### src/cmsd_defines.vh
// Purpose: Constants for the core memory space decoder
// Assumes: 8-bit data space, 16-bit program space
// Notes:   Included by the decoder only; the RAM does not include it
`ifndef CMSD_DEFINES_VH
`define CMSD_DEFINES_VH
`define CMSD_SP_ADDR        8'h81
`define CMSD_PSW_ADDR       8'hD0
`define CMSD_SP_RESET       8'h07
`define CMSD_PSW_RESET      8'h00
`define CMSD_PSW_BANK_LO    3
`define CMSD_PSW_BANK_HI    4
`define CMSD_BIT_BASE       8'h20
`define CMSD_UPPER_HALF     8'h80
`define CMSD_NOP_OP         8'h00
`define CMSD_SPARE_OP       8'hA5
`define CMSD_PAGE_BITS      11
`define CMSD_FACTORY_BASE   16'h1E00
`define CMSD_PM_SIZE        8192
// Access kinds
`define CMSD_OP_IDLE        3'h0
`define CMSD_OP_DIRECT      3'h1
`define CMSD_OP_INDIRECT    3'h2
`define CMSD_OP_BANKREG     3'h3
`define CMSD_OP_BIT         3'h4
`define CMSD_OP_PUSH        3'h5
`define CMSD_OP_POP         3'h6
`endif

### src/cmsd_ram.v
// Purpose: Single-port data RAM with registered read data
// Assumes: Synchronous write and read on one clock
// Notes:   Read data appears one cycle after the address
`timescale 1ns/1ps
module cmsd_ram #(
    parameter AW = 8,
    parameter DW = 8
) (
    input  wire          i_sys_clk,
    input  wire          i_we,
    input  wire [AW-1:0] i_addr,
    input  wire [DW-1:0] i_wdata,
    output reg  [DW-1:0] o_rdata
);
    reg [DW-1:0] mem [0:(1<<AW)-1];

    always @(posedge i_sys_clk) begin
        if (i_we) begin
            mem[i_addr] <= i_wdata;
        end
        o_rdata <= mem[i_addr];
    end
endmodule

### src/cmsd_decoder.v
// Purpose: Address-space decoder for the data, bit, stack and program spaces
// Assumes: Core issues one access at a time and waits for o_done
// Notes:   External SFRs are reached on the sfr port; RAM holds all 256 bytes
`timescale 1ns/1ps
`include "cmsd_defines.vh"
module cmsd_decoder #(
    parameter PM_SIZE = `CMSD_PM_SIZE
) (
    input  wire        i_sys_clk,
    input  wire        i_reset_n,
    // Data access request
    input  wire        i_req,
    input  wire [2:0]  i_op,
    input  wire        i_write,
    input  wire [7:0]  i_addr,
    input  wire [7:0]  i_wdata,
    input  wire        i_bit_val,
    output reg         o_done,
    output reg  [7:0]  o_rdata,
    output reg         o_bit_rdata,
    output reg         o_bit_error,
    // External SFR port
    output reg         o_sfr_rd,
    output reg         o_sfr_wr,
    output reg  [7:0]  o_sfr_addr,
    output reg  [7:0]  o_sfr_wdata,
    input  wire [7:0]  i_sfr_rdata,
    // Branch target calculation and spare opcode remap
    input  wire [15:0] i_next_pc,
    input  wire [7:0]  i_rel,
    input  wire [10:0] i_page_target,
    input  wire [15:0] i_full_target,
    input  wire [7:0]  i_opcode,
    output reg  [15:0] o_short_target,
    output reg  [15:0] o_page_dest,
    output reg  [15:0] o_long_dest,
    output reg         o_long_in_range,
    output reg  [7:0]  o_opcode_eff,
    // Program memory read port
    input  wire [15:0] i_code_addr,
    output reg  [15:0] o_pm_addr,
    output reg         o_pm_valid,
    output reg         o_pm_factory,
    // State
    output reg  [7:0]  o_stack_top_pointer,
    output reg  [7:0]  o_program_status_word
);
    localparam ST_IDLE  = 2'h0;
    localparam ST_INDEX = 2'h1;
    localparam ST_RAM   = 2'h2;
    localparam ST_SFR   = 2'h3;

    reg [1:0] state_r;
    reg       write_r;
    reg       is_bit_r;
    reg [2:0] bitpos_r;
    reg [7:0] wdata_r;
    reg       bitval_r;
    reg [7:0] stack_top_pointer_r;
    reg [7:0] program_status_word_r;

    reg        ram_we;
    reg [7:0]  ram_addr;
    reg [7:0]  ram_wdata;
    wire [7:0] ram_rdata;

    // Bank register n at eight times bank plus n
    function [7:0] bank_addr;
        input [7:0] program_status_word;
        input [2:0] n;
        begin
            bank_addr = {3'h0, program_status_word[`CMSD_PSW_BANK_HI], program_status_word[`CMSD_PSW_BANK_LO], n};
        end
    endfunction

    // Bit address to byte address: low half into 0x20-0x2F, high half into SFRs
    function [7:0] bit_byte;
        input [7:0] ba;
        begin
            if (ba[7]) begin
                bit_byte = {ba[7:3], 3'h0};
            end else begin
                bit_byte = `CMSD_BIT_BASE + {4'h0, ba[6:3]};
            end
        end
    endfunction

    function [7:0] set_bit;
        input [7:0] byte_in;
        input [2:0] pos;
        input       val;
        begin
            set_bit = byte_in;
            set_bit[pos] = val;
        end
    endfunction

    cmsd_ram #(.AW(8), .DW(8)) u_ram (
        .i_sys_clk (i_sys_clk),
        .i_we      (ram_we),
        .i_addr    (ram_addr),
        .i_wdata   (ram_wdata),
        .o_rdata   (ram_rdata)
    );

    // Byte target of a fresh request; bit kind set by op, never by address
    wire [7:0] req_byte = (i_op == `CMSD_OP_BIT) ? bit_byte(i_addr) : i_addr;
    wire       req_bit  = (i_op == `CMSD_OP_BIT);
    // All upper-half direct and bit accesses go out, SP and PSW included; their data is served here
    wire       req_sfr  = (i_op == `CMSD_OP_DIRECT || req_bit) &&
                          (req_byte >= `CMSD_UPPER_HALF);
    wire [7:0] push_addr = stack_top_pointer_r + 8'h01;

    reg [7:0] merged;
    reg [7:0] byte_addr_r;
    always @* begin
        merged = set_bit(ram_rdata, bitpos_r, bitval_r);
    end

    function [7:0] int_sfr_rd;
        input [7:0] a;
        input [7:0] sp;
        input [7:0] program_status_word;
        input [7:0] ext;
        begin
            if (a == `CMSD_SP_ADDR) begin
                int_sfr_rd = sp;
            end else if (a == `CMSD_PSW_ADDR) begin
                int_sfr_rd = program_status_word;
            end else begin
                int_sfr_rd = ext;
            end
        end
    endfunction

    // Internal SP and PROGRAM_STATUS_WORD override the external read data
    wire [7:0] sfr_byte = int_sfr_rd(o_sfr_addr, stack_top_pointer_r,
                                     program_status_word_r, i_sfr_rdata);

    // RAM port steering, combinational from state
    always @* begin
        ram_we    = 1'b0;
        ram_addr  = 8'h00;
        ram_wdata = wdata_r;
        if (state_r == ST_IDLE && i_req) begin
            case (i_op)
                `CMSD_OP_INDIRECT: ram_addr = bank_addr(program_status_word_r, {2'h0, i_addr[0]});
                `CMSD_OP_BANKREG: begin
                    ram_addr = bank_addr(program_status_word_r, i_addr[2:0]);
                    ram_we   = i_write;
                    ram_wdata = i_wdata;
                end
                `CMSD_OP_PUSH: begin
                    ram_addr  = push_addr;
                    ram_we    = 1'b1;
                    ram_wdata = i_wdata;
                end
                `CMSD_OP_POP: ram_addr = stack_top_pointer_r;
                default: ram_addr = req_byte;
            endcase
        end else if (state_r == ST_INDEX) begin
            ram_addr = ram_rdata; // full 8-bit indirect into RAM
        end else if (state_r == ST_RAM) begin
            ram_addr = byte_addr_r;
            if (write_r) begin
                ram_we    = 1'b1;
                ram_wdata = is_bit_r ? merged : wdata_r;
            end
        end
    end

    always @(posedge i_sys_clk) begin
        if (!i_reset_n) begin
            state_r               <= ST_IDLE;
            write_r               <= 1'b0;
            is_bit_r              <= 1'b0;
            bitpos_r              <= 3'h0;
            wdata_r               <= 8'h00;
            bitval_r              <= 1'b0;
            byte_addr_r           <= 8'h00;
            stack_top_pointer_r   <= `CMSD_SP_RESET;
            program_status_word_r <= `CMSD_PSW_RESET;
            o_done                <= 1'b0;
            o_rdata               <= 8'h00;
            o_bit_rdata           <= 1'b0;
            o_bit_error           <= 1'b0;
            o_sfr_rd              <= 1'b0;
            o_sfr_wr              <= 1'b0;
            o_sfr_addr            <= 8'h00;
            o_sfr_wdata           <= 8'h00;
        end else begin
            o_done   <= 1'b0;
            o_sfr_rd <= 1'b0;
            o_sfr_wr <= 1'b0;
            case (state_r)
                ST_IDLE: begin
                    o_bit_error <= 1'b0;
                    if (i_req) begin
                        write_r     <= i_write;
                        is_bit_r    <= req_bit;
                        bitpos_r    <= i_addr[2:0];
                        wdata_r     <= i_wdata;
                        bitval_r    <= i_bit_val;
                        byte_addr_r <= req_byte;
                        case (i_op)
                            `CMSD_OP_PUSH: begin
                                stack_top_pointer_r <= push_addr;
                                o_done <= 1'b1;
                            end
                            `CMSD_OP_POP: begin
                                stack_top_pointer_r <= stack_top_pointer_r - 8'h01;
                                state_r <= ST_RAM;
                                write_r <= 1'b0;
                            end
                            `CMSD_OP_INDIRECT: state_r <= ST_INDEX;
                            `CMSD_OP_BANKREG: state_r <= i_write ? ST_IDLE : ST_RAM;
                            `CMSD_OP_DIRECT, `CMSD_OP_BIT: begin
                                if (req_sfr) begin
                                    state_r    <= ST_SFR;
                                    o_sfr_addr <= req_byte;
                                    o_sfr_rd   <= 1'b1;
                                end else begin
                                    state_r <= ST_RAM;
                                end
                            end
                            default: o_done <= 1'b1;
                        endcase
                        if (i_op == `CMSD_OP_BANKREG && i_write) begin
                            o_done <= 1'b1;
                        end
                    end
                end
                ST_INDEX: begin
                    byte_addr_r <= ram_rdata;
                    state_r     <= ST_RAM;
                end
                ST_RAM: begin
                    o_rdata     <= ram_rdata;
                    o_bit_rdata <= ram_rdata[bitpos_r];
                    o_done      <= 1'b1;
                    state_r     <= ST_IDLE;
                end
                ST_SFR: begin
                    // Read-modify-write covers bit writes to SFRs
                    o_rdata     <= sfr_byte;
                    o_bit_rdata <= sfr_byte[bitpos_r];
                    if (write_r) begin
                        if (o_sfr_addr == `CMSD_SP_ADDR) begin
                            stack_top_pointer_r <= is_bit_r ?
                                set_bit(stack_top_pointer_r, bitpos_r, bitval_r) : wdata_r;
                        end else if (o_sfr_addr == `CMSD_PSW_ADDR) begin
                            program_status_word_r <= is_bit_r ?
                                set_bit(program_status_word_r, bitpos_r, bitval_r) : wdata_r;
                        end else begin
                            o_sfr_wr    <= 1'b1;
                            o_sfr_wdata <= is_bit_r ?
                                set_bit(i_sfr_rdata, bitpos_r, bitval_r) : wdata_r;
                        end
                    end
                    o_done  <= 1'b1;
                    state_r <= ST_IDLE;
                end
                default: state_r <= ST_IDLE;
            endcase
        end
    end

    // Branch targets, opcode remap, program space and state copies
    always @(posedge i_sys_clk) begin
        if (!i_reset_n) begin
            o_short_target  <= 16'h0000;
            o_page_dest     <= 16'h0000;
            o_long_dest     <= 16'h0000;
            o_long_in_range <= 1'b0;
            o_opcode_eff    <= `CMSD_NOP_OP;
            o_pm_addr       <= 16'h0000;
            o_pm_valid      <= 1'b0;
            o_pm_factory    <= 1'b0;
            o_stack_top_pointer   <= `CMSD_SP_RESET;
            o_program_status_word <= `CMSD_PSW_RESET;
        end else begin
            o_short_target  <= i_next_pc + {{8{i_rel[7]}}, i_rel};
            o_page_dest     <= {i_next_pc[15:`CMSD_PAGE_BITS], i_page_target};
            o_long_dest     <= i_full_target;
            o_long_in_range <= ({16'h0000, i_full_target} < PM_SIZE);
            o_opcode_eff    <= (i_opcode == `CMSD_SPARE_OP) ? `CMSD_NOP_OP : i_opcode;
            o_pm_addr       <= i_code_addr; // read-only path, no write port
            o_pm_valid      <= ({16'h0000, i_code_addr} < PM_SIZE);
            o_pm_factory    <= (PM_SIZE == `CMSD_PM_SIZE) &&
                               (i_code_addr >= `CMSD_FACTORY_BASE) &&
                               ({16'h0000, i_code_addr} < PM_SIZE);
            o_stack_top_pointer   <= stack_top_pointer_r;
            o_program_status_word <= program_status_word_r;
        end
    end
endmodule

### config.mk
export PLATFORM = sky130hd
export DESIGN_NAME = cmsd_decoder
export DESIGN_NICKNAME = d
export VERILOG_FILES = /design/src/cmsd_ram.v /design/src/cmsd_decoder.v
export VERILOG_INCLUDE_DIRS = /design/src /design/src/src
export SDC_FILE = /design/constraint.sdc
export NUM_CORES = 2
export LEC_CHECK = 0
export ABC_AREA = 0
export BUFFER_PORTS_ARGS = -buffer_cell sky130_fd_sc_hd__buf_2
export CELL_PAD_IN_SITES_DETAIL_PLACEMENT = 0
export CELL_PAD_IN_SITES_GLOBAL_PLACEMENT = 2
export CORE_MARGIN = 10
export CORE_UTILIZATION = 36
export DETAILED_ROUTE_END_ITERATION = 12
export MAX_ROUTING_LAYER = met4
export PLACE_DENSITY = 0.64
export SETUP_SLACK_MARGIN = 0.1
export SLEW_MARGIN = 5
export SYNTH_ARGS = -nofsm -noshare
export SYNTH_HDL_FRONTEND = slang
export SYNTH_HIERARCHICAL = 1
export SYNTH_SLANG_ARGS = --single-unit
### constraint.sdc
create_clock -name i_sys_clk -period 17.5 [get_ports i_sys_clk]
set_clock_uncertainty 0.2 [all_clocks]
set_input_delay 3.5 -clock i_sys_clk [delete_from_list [all_inputs] [get_ports i_sys_clk]]
set_output_delay 3.5 -clock i_sys_clk [all_outputs]
set_load 0.1 [all_outputs]
# Word level (Yosys, flattened, before mapping)
# Memory sizes are Yosys's and may differ from the RTL's. A register that Yosys moved wholly into a read port is not among the register bits.
# Cells that the tools add are included.
dict set report totals {
  register_bits 159
  latchBits 0
  ramBits 2048
  romBits 0
  in_bits 107
  output_inout_bits 120
  word_cells 138
  n_memories 1
}
dict set report op_classes {
  addsub 4
  multipliers 0
  div 0
  magnitude_cmp 6
  eq_ne 17
  shifts 0
  mux 55
  bitwise_logic 5
  reduce_logical 24
}
# name depth width read_ports rd_ports_with_merged_regs wr line
set memory_table {}
lappend memory_table {u_ram.mem 256 8 1 1 1 cmsd_ram.v:15} ;# reg [DW-1:0] mem [0:(1<<AW)-1];
# op n
set ops {}
lappend ops {{8-bit two-way mux} 20}
lappend ops {{8-bit case mux with 2 select lines} 4}
lappend ops {{8-bit bitwise mux} 4}
lappend ops {{16-bit by 14-bit less-than comparator with 1-bit output (second input constant)} 2}
lappend ops {{8-bit case mux with 4 select lines} 1}
lappend ops {{8-bit == test (second input constant)} 3}
lappend ops {{16-bit adder} 1}
lappend ops {{16-bit by 13-bit >= comparator with 1-bit output (second input constant)} 1}
lappend ops {{1-bit two-way mux} 16}
lappend ops {{4-bit AND reduction} 4}
lappend ops {{3-bit == test (second input constant)} 3}
lappend ops {{8-bit by 1-bit adder with 8-bit output (second input constant)} 1}
lappend ops {{8-bit >= comparator (second input constant)} 1}
lappend ops {{2-bit case mux with 4 select lines} 1}
lappend ops {{2-bit OR reduction} 4}
lappend ops {{8-bit by 1-bit subtractor with 8-bit output (second input constant)} 1}
lappend ops {{6-bit by 4-bit adder with 7-bit output (first input constant)} 1}
lappend ops {{1-bit binary-select mux with 3-bit select} 2}
lappend ops {{3-bit by 2-bit == test with 1-bit output (second input constant)} 2}
lappend ops {{2-bit != test (second input constant)} 3}
lappend ops {{1-bit case mux with 2 select lines} 3}
lappend ops {{2-bit case mux with 3 select lines} 1}
lappend ops {{2-bit AND reduction} 3}
lappend ops {{2-bit nonzero test} 3}
lappend ops {{16 further kinds} 26}

# Longest topological paths before layout
dict set report logic_depth {
  depth_word 10
  depth_mapped 18
  ltp_nobuf 11
}

# Modules after synthesis
# The synthesis kept the hierarchy.
# mod n_inst cells_per_inst area_per_inst_um2 seq_area_each_um2
set by_module_without_submodules {}
lappend by_module_without_submodules {cmsd_ram 1 3547 78492.8 61659.1}
lappend by_module_without_submodules {cmsd_decoder 1 897 7613.6 3183.1}

# Least setup slack after synthesis
# OpenSTA, ideal clock, no wires.
dict set report synth_timing {
  kind {input -> register}
  start {in i_op[0]}
  end {mem u_ram.mem[0][1], data pin}
  setup_time_ns 1.732
  arrival_ns 12.128
  required_time_ns 15.568
  setup_slack_ns 3.440
  cell_stages 4
  n_path_buf 2
  path_cell_list {clkbuf_1 -> buf_1 -> o211ai_1 -> a31oi_1}
}
dict set report synth_between {
  elab_chain_len 4
  word_cells_on_any_way 5
  cone_classes {eq/ne (2); mux (2); reduce/logical (1)}
}
# element line
set synth_lines {}
lappend synth_lines {{start: declaration} cmsd_decoder.v:13} ;# input wire [2:0] i_op,
lappend synth_lines {{3-bit by 2-bit == test with 1-bit output / 3-bit == test (equally long branches)} -}
lappend synth_lines {{2-bit OR reduction (no line) (*)} -}
lappend synth_lines {{8-bit two-way mux (*)} cmsd_decoder.v:146} ;# case (i_op)
lappend synth_lines {{8-bit two-way mux (*)} cmsd_decoder.v:145} ;# if (state_r == ST_IDLE && i_req) begin
lappend synth_lines {{named net ram_wdata[1]} cmsd_decoder.v:64} ;# reg [7:0] ram_wdata;
lappend synth_lines {{end: declaration} cmsd_ram.v:15}
# Mark *: on every way through the listed nets, which the timed path passes. The rest lies on a longest branch.

# Final worst setup path
dict set report layout_timing {
  start {in i_op[2]}
  end {reg u_ram.o_rdata[3] (read register of u_ram.mem)}
}
dict set report layout_between {
  elab_chain_len 4
  word_cells_on_any_way 8
  cone_classes {eq/ne (5); mux (3)}
}
# element line
set layout_lines {}
lappend layout_lines {{3-bit == test} -}
lappend layout_lines {{8-bit two-way mux} cmsd_decoder.v:107} ;# wire [7:0] req_byte = (i_op == `CMSD_OP_BIT) ? bit_byte(i_addr) : i_addr;
lappend layout_lines {{8-bit case mux with 4 select lines (*)} cmsd_decoder.v:146}
lappend layout_lines {{8-bit two-way mux (*)} cmsd_decoder.v:145}
lappend layout_lines {{named net ram_addr[0]} cmsd_decoder.v:63} ;# reg [7:0] ram_addr;
lappend layout_lines {{end: declaration} cmsd_ram.v:13} ;# output reg [DW-1:0] o_rdata
# Marks and branches as above.
# A chain may end at the register's enable or synchronous reset.

==> qor.csv <==
stage,metric,value,unit
timing,relative slew slack,12.6,%
die,chip width,509,um
power,Sequential Power Share,47.8,%
routing,routed length per instance,29.2,um
power,PD cells,127,nW/um2
cells_and_area,"commonest cells after routing, fill and taps aside","2048 x edfxtp_1, 514 x mux4_2, 295 x nor2_1",
setup_path,CP Cell Sequence,"buf_2, or3b_2, mux2i_1, nor2_1, nor3b_1, o31a_1, o31ai_4, buf_4, buf_12, buf_12, buf_4, mux4_2, a22oi_1, a21oi_1, o41ai_1, buf_4, nand4_1",
clock_network,clk_lat worst skew,0.87,ns
setup_path,Worst Path Arrival,10.39,ns
die,Initial Util,36.2,%
setup_path,top cell family by delay on the critical path,buffers and inverters,
die,FP Rows,179,
routing,First-pass DRT Iterations,7,
die,core area,238000,um2
routing,"wirelength, routed",237000,um
synthesis,main combinational cell family by area after synthesis,multiplexers,
timing,unrepaired setup endpoints after global routing,false,
cells_and_area,fraction of final layout cells sized beyond drive strength 1,25.4,%
timing,Final setup viols,0,
routing,Via Count,44708,
synthesis,Yosys warning count,6,
setup_path,CP max stage cell,buf_4,
setup_path,kind of end point of the critical path,register,
placed_design,hpwl dp,141000,um
power,combinational fraction of design power,13.5,%
die,Ports,227,
timing,setup TNS,0,ns
global_route,first-pass GRT wire length,340000,um
setup_path,Worst Setup Path Type,input port to register,
die,full die area,259000,um2
synthesis,ys flop type,edfxtp_1,
synthesis,post-synthesis mux area share,13.8,%
synthesis,Synth Area in XOR/XNOR,0.153,%
clock_network,CTS tree,done,
power,internal power,9310,uW
global_route,gr usage total,18.4,%
placed_design,post-placement cell count,7672,
synthesis,Post-Syn Nets,4573,
synthesis,Synth Area in Adders,0.328,%
synthesis,"Distinct cells, synth",77,
clock_network,clock sinks,2215,
clock_network,"Reg clk slew, reported paths",0.06,ns
global_route,pin count of the biggest net entering global routing,201,
synthesis,number of synthesized flops with an enable pin,2048,
clock_network,post-CTS setup buffer count,0,
cells_and_area,nets,4864,
placed_design,routability-driven placement congestion ratio,0.774,
timing,FMAX,101,MHz
cells_and_area,synthesis-to-layout area growth,14.7,%
die,Die Y,509,um
synthesis,synthesized area,86100,um2
routing,Routed Antenna Nets,0,
timing,Final Slew Violations,0,
placed_design,PortBufs,225,
clock_network,CTS Buffer Depth,3,
routing,drc violations,0,
clock_network,cts repair resizes,0,
min_path,Worst Hold Class,register to register,
synthesis,Mapped Cells,4444,
power,Clock power frac,38.7,%
clock_network,CTS H-tree lvls,4,
clock_network,Num CTS Buffers,228,
timing,"Hold Violations, Final",0,
setup_path,"Buf+Inv Stages, Crit Path",6,
power,Leakage Power,0.0307,uW
global_route,gr ovfl total,0,
setup_path,Crit path top cell by count,buf_4,
global_route,initial antenna violation count,11,
timing,minimum clock period,9.90,ns
routing,Starting DRT DRC Count,4605,
synthesis,#FFs+latches synth,2215,
clock_network,Hold Buf Count CTS,0,
setup_path,"slowest stage delay, CP",0.74,ns
global_route,vias in the first global route,45456,
timing,Worst Tran Pin Value,1.31,ns
power,P_sw,3280,uW
power,Tot Pwr,12600,uW
cells_and_area,post-route insts no fill,8101,
routing,Via density,5.52,
run,Max Cap Viol,0,
timing,Tcrit/Tclk final,56.5,%
synthesis,simple logic cell fraction of the synthesized area,3.54,%
synthesis,syn avg cell area,19.4,um2
synthesis,Async SR Flop Fraction,0,%
power,Switching Share,26.1,%
setup_path,Startpoint Class,input port,
cells_and_area,"commonest non-fill, non-tap cell in the layout",edfxtp_1,
clock_network,Root Driver,clkbuf_16,
power,Max VDD drop,0.103,mV
synthesis,post-synthesis sequential area ratio,75.3,%
setup_path,"Max FO, Critical Path",90,
status,result of the run,completed,
setup_path,Critical Path RT,18.00,ns
synthesis,post-synthesis compound-gate area fraction,5.20,%
==> sequential cells by signal, summed over array words and instances, names as in the netlist, 16 cells and up <==
name	count
o_long_dest	16
o_short_target	16
o_page_dest	16
u_ram/mem	2048
o_pm_addr	16
==> power groups by stage <==
stage / combinational, uW / sequential [uW] / clock [uW]
after CTS: 1730 / 6010 / 4990
after detailed placement: 1730 / 6130 / 0
after global placement: 1710 / 6130 / 0
after global routing: 1810 / 6020 / 5200
after floorplan: 988 / 6280 / 0
final: 1700 / 6020 / 4870
==> Yosys cell counts (all sizes together), types with 29 or more instances <==
cell    number  area, um2
nand3       31        155
mux4       514      11600
dfxtp      167       3340
nor2       296       1110
nor3        45        225
edfxtp    2048      61500
clkbuf     195        732
o21ai       48        240
a22oi      257       1930
buf         99        617
o41ai       32        280
and2        77        482
nand2      113        424
nor2b       34        213
inv         29        109
a21oi      203       1020
==> final timing paths <==
| path | cells past startpoint | from | endpoint | slack, ns |
|---|---|---|---|---|
| max reg2reg | 16 | state_r[0] | u_ram/o_rdata[3] | 10.57 |
| min reg2reg | 2 | wdata_r[1] | wdata_r[1] | 0.26 |
| max | 17 | i_op[2] | u_ram/o_rdata[3] | 7.60 |
| min | 2 | wdata_r[1] | wdata_r[1] | 0.26 |
==> metal layers <==
| metal | vias to the layer above | GRT usage, % | part of all wire [%] |
|---|---|---|---|
| li1 | 18863 | - | - |
| met1 | 24025 | 25.6 | 44 |
| met2 | 1513 | 28.3 | 47 |
| met3 | 307 | 3.25 | 6.6 |
| met4 | 0 | 4.30 | 2.1 |
| met5 | - | - | 0 |
==> worst register-to-register path, cell delays in order (launching register included) <==
cell	delay (ns)
dfxtp_1	0.37
inv_1	0.10
ha_1	0.34
nand2_1	0.10
buf_4	0.39
nand2_1	0.21
o31ai_4	0.12
buf_4	0.59
buf_12	0.59
buf_12	0.82
buf_4	0.93
mux4_2	0.60
a22oi_1	0.20
a21oi_1	0.13
o41ai_1	0.74
buf_4	0.25
nand4_1	0.10
==> per-stage QoR <==
stage	setup WS (ns)	hold WS [ns]	area (um2)	utilization (%)
2_1_floorplan	3.44	0.231	86100	-
3_3_place_gp	6.72	0.243	91100	38.3
3_5_place_dp	6.74	0.257	91200	38.3
4_1_cts	7.68	0.265	98700	41.5
5_1_grt	7.25	0.294	98800	41.5
6_report	7.60	0.260	98800	41.5
==> area by class of cell <==
cell class	count	area, um2
fillers	21106	139000
well taps	3167	3960
repair buffers	355	2240
clock inverters	128	1370
inverters	30	113
flip-flops and latches	2215	64800
diodes	6	15.0
clock buffers	295	6170
multi-input cells	1905	20000
==> cell families after synthesis <==
family,Yosys count
compound gates,667
xor+xnor,15
fa+ha+maj,22
buf+inv,324
flops,2215
mux,541
other cells,1
simple gates,659
Power figures use the tool's default switching activity.
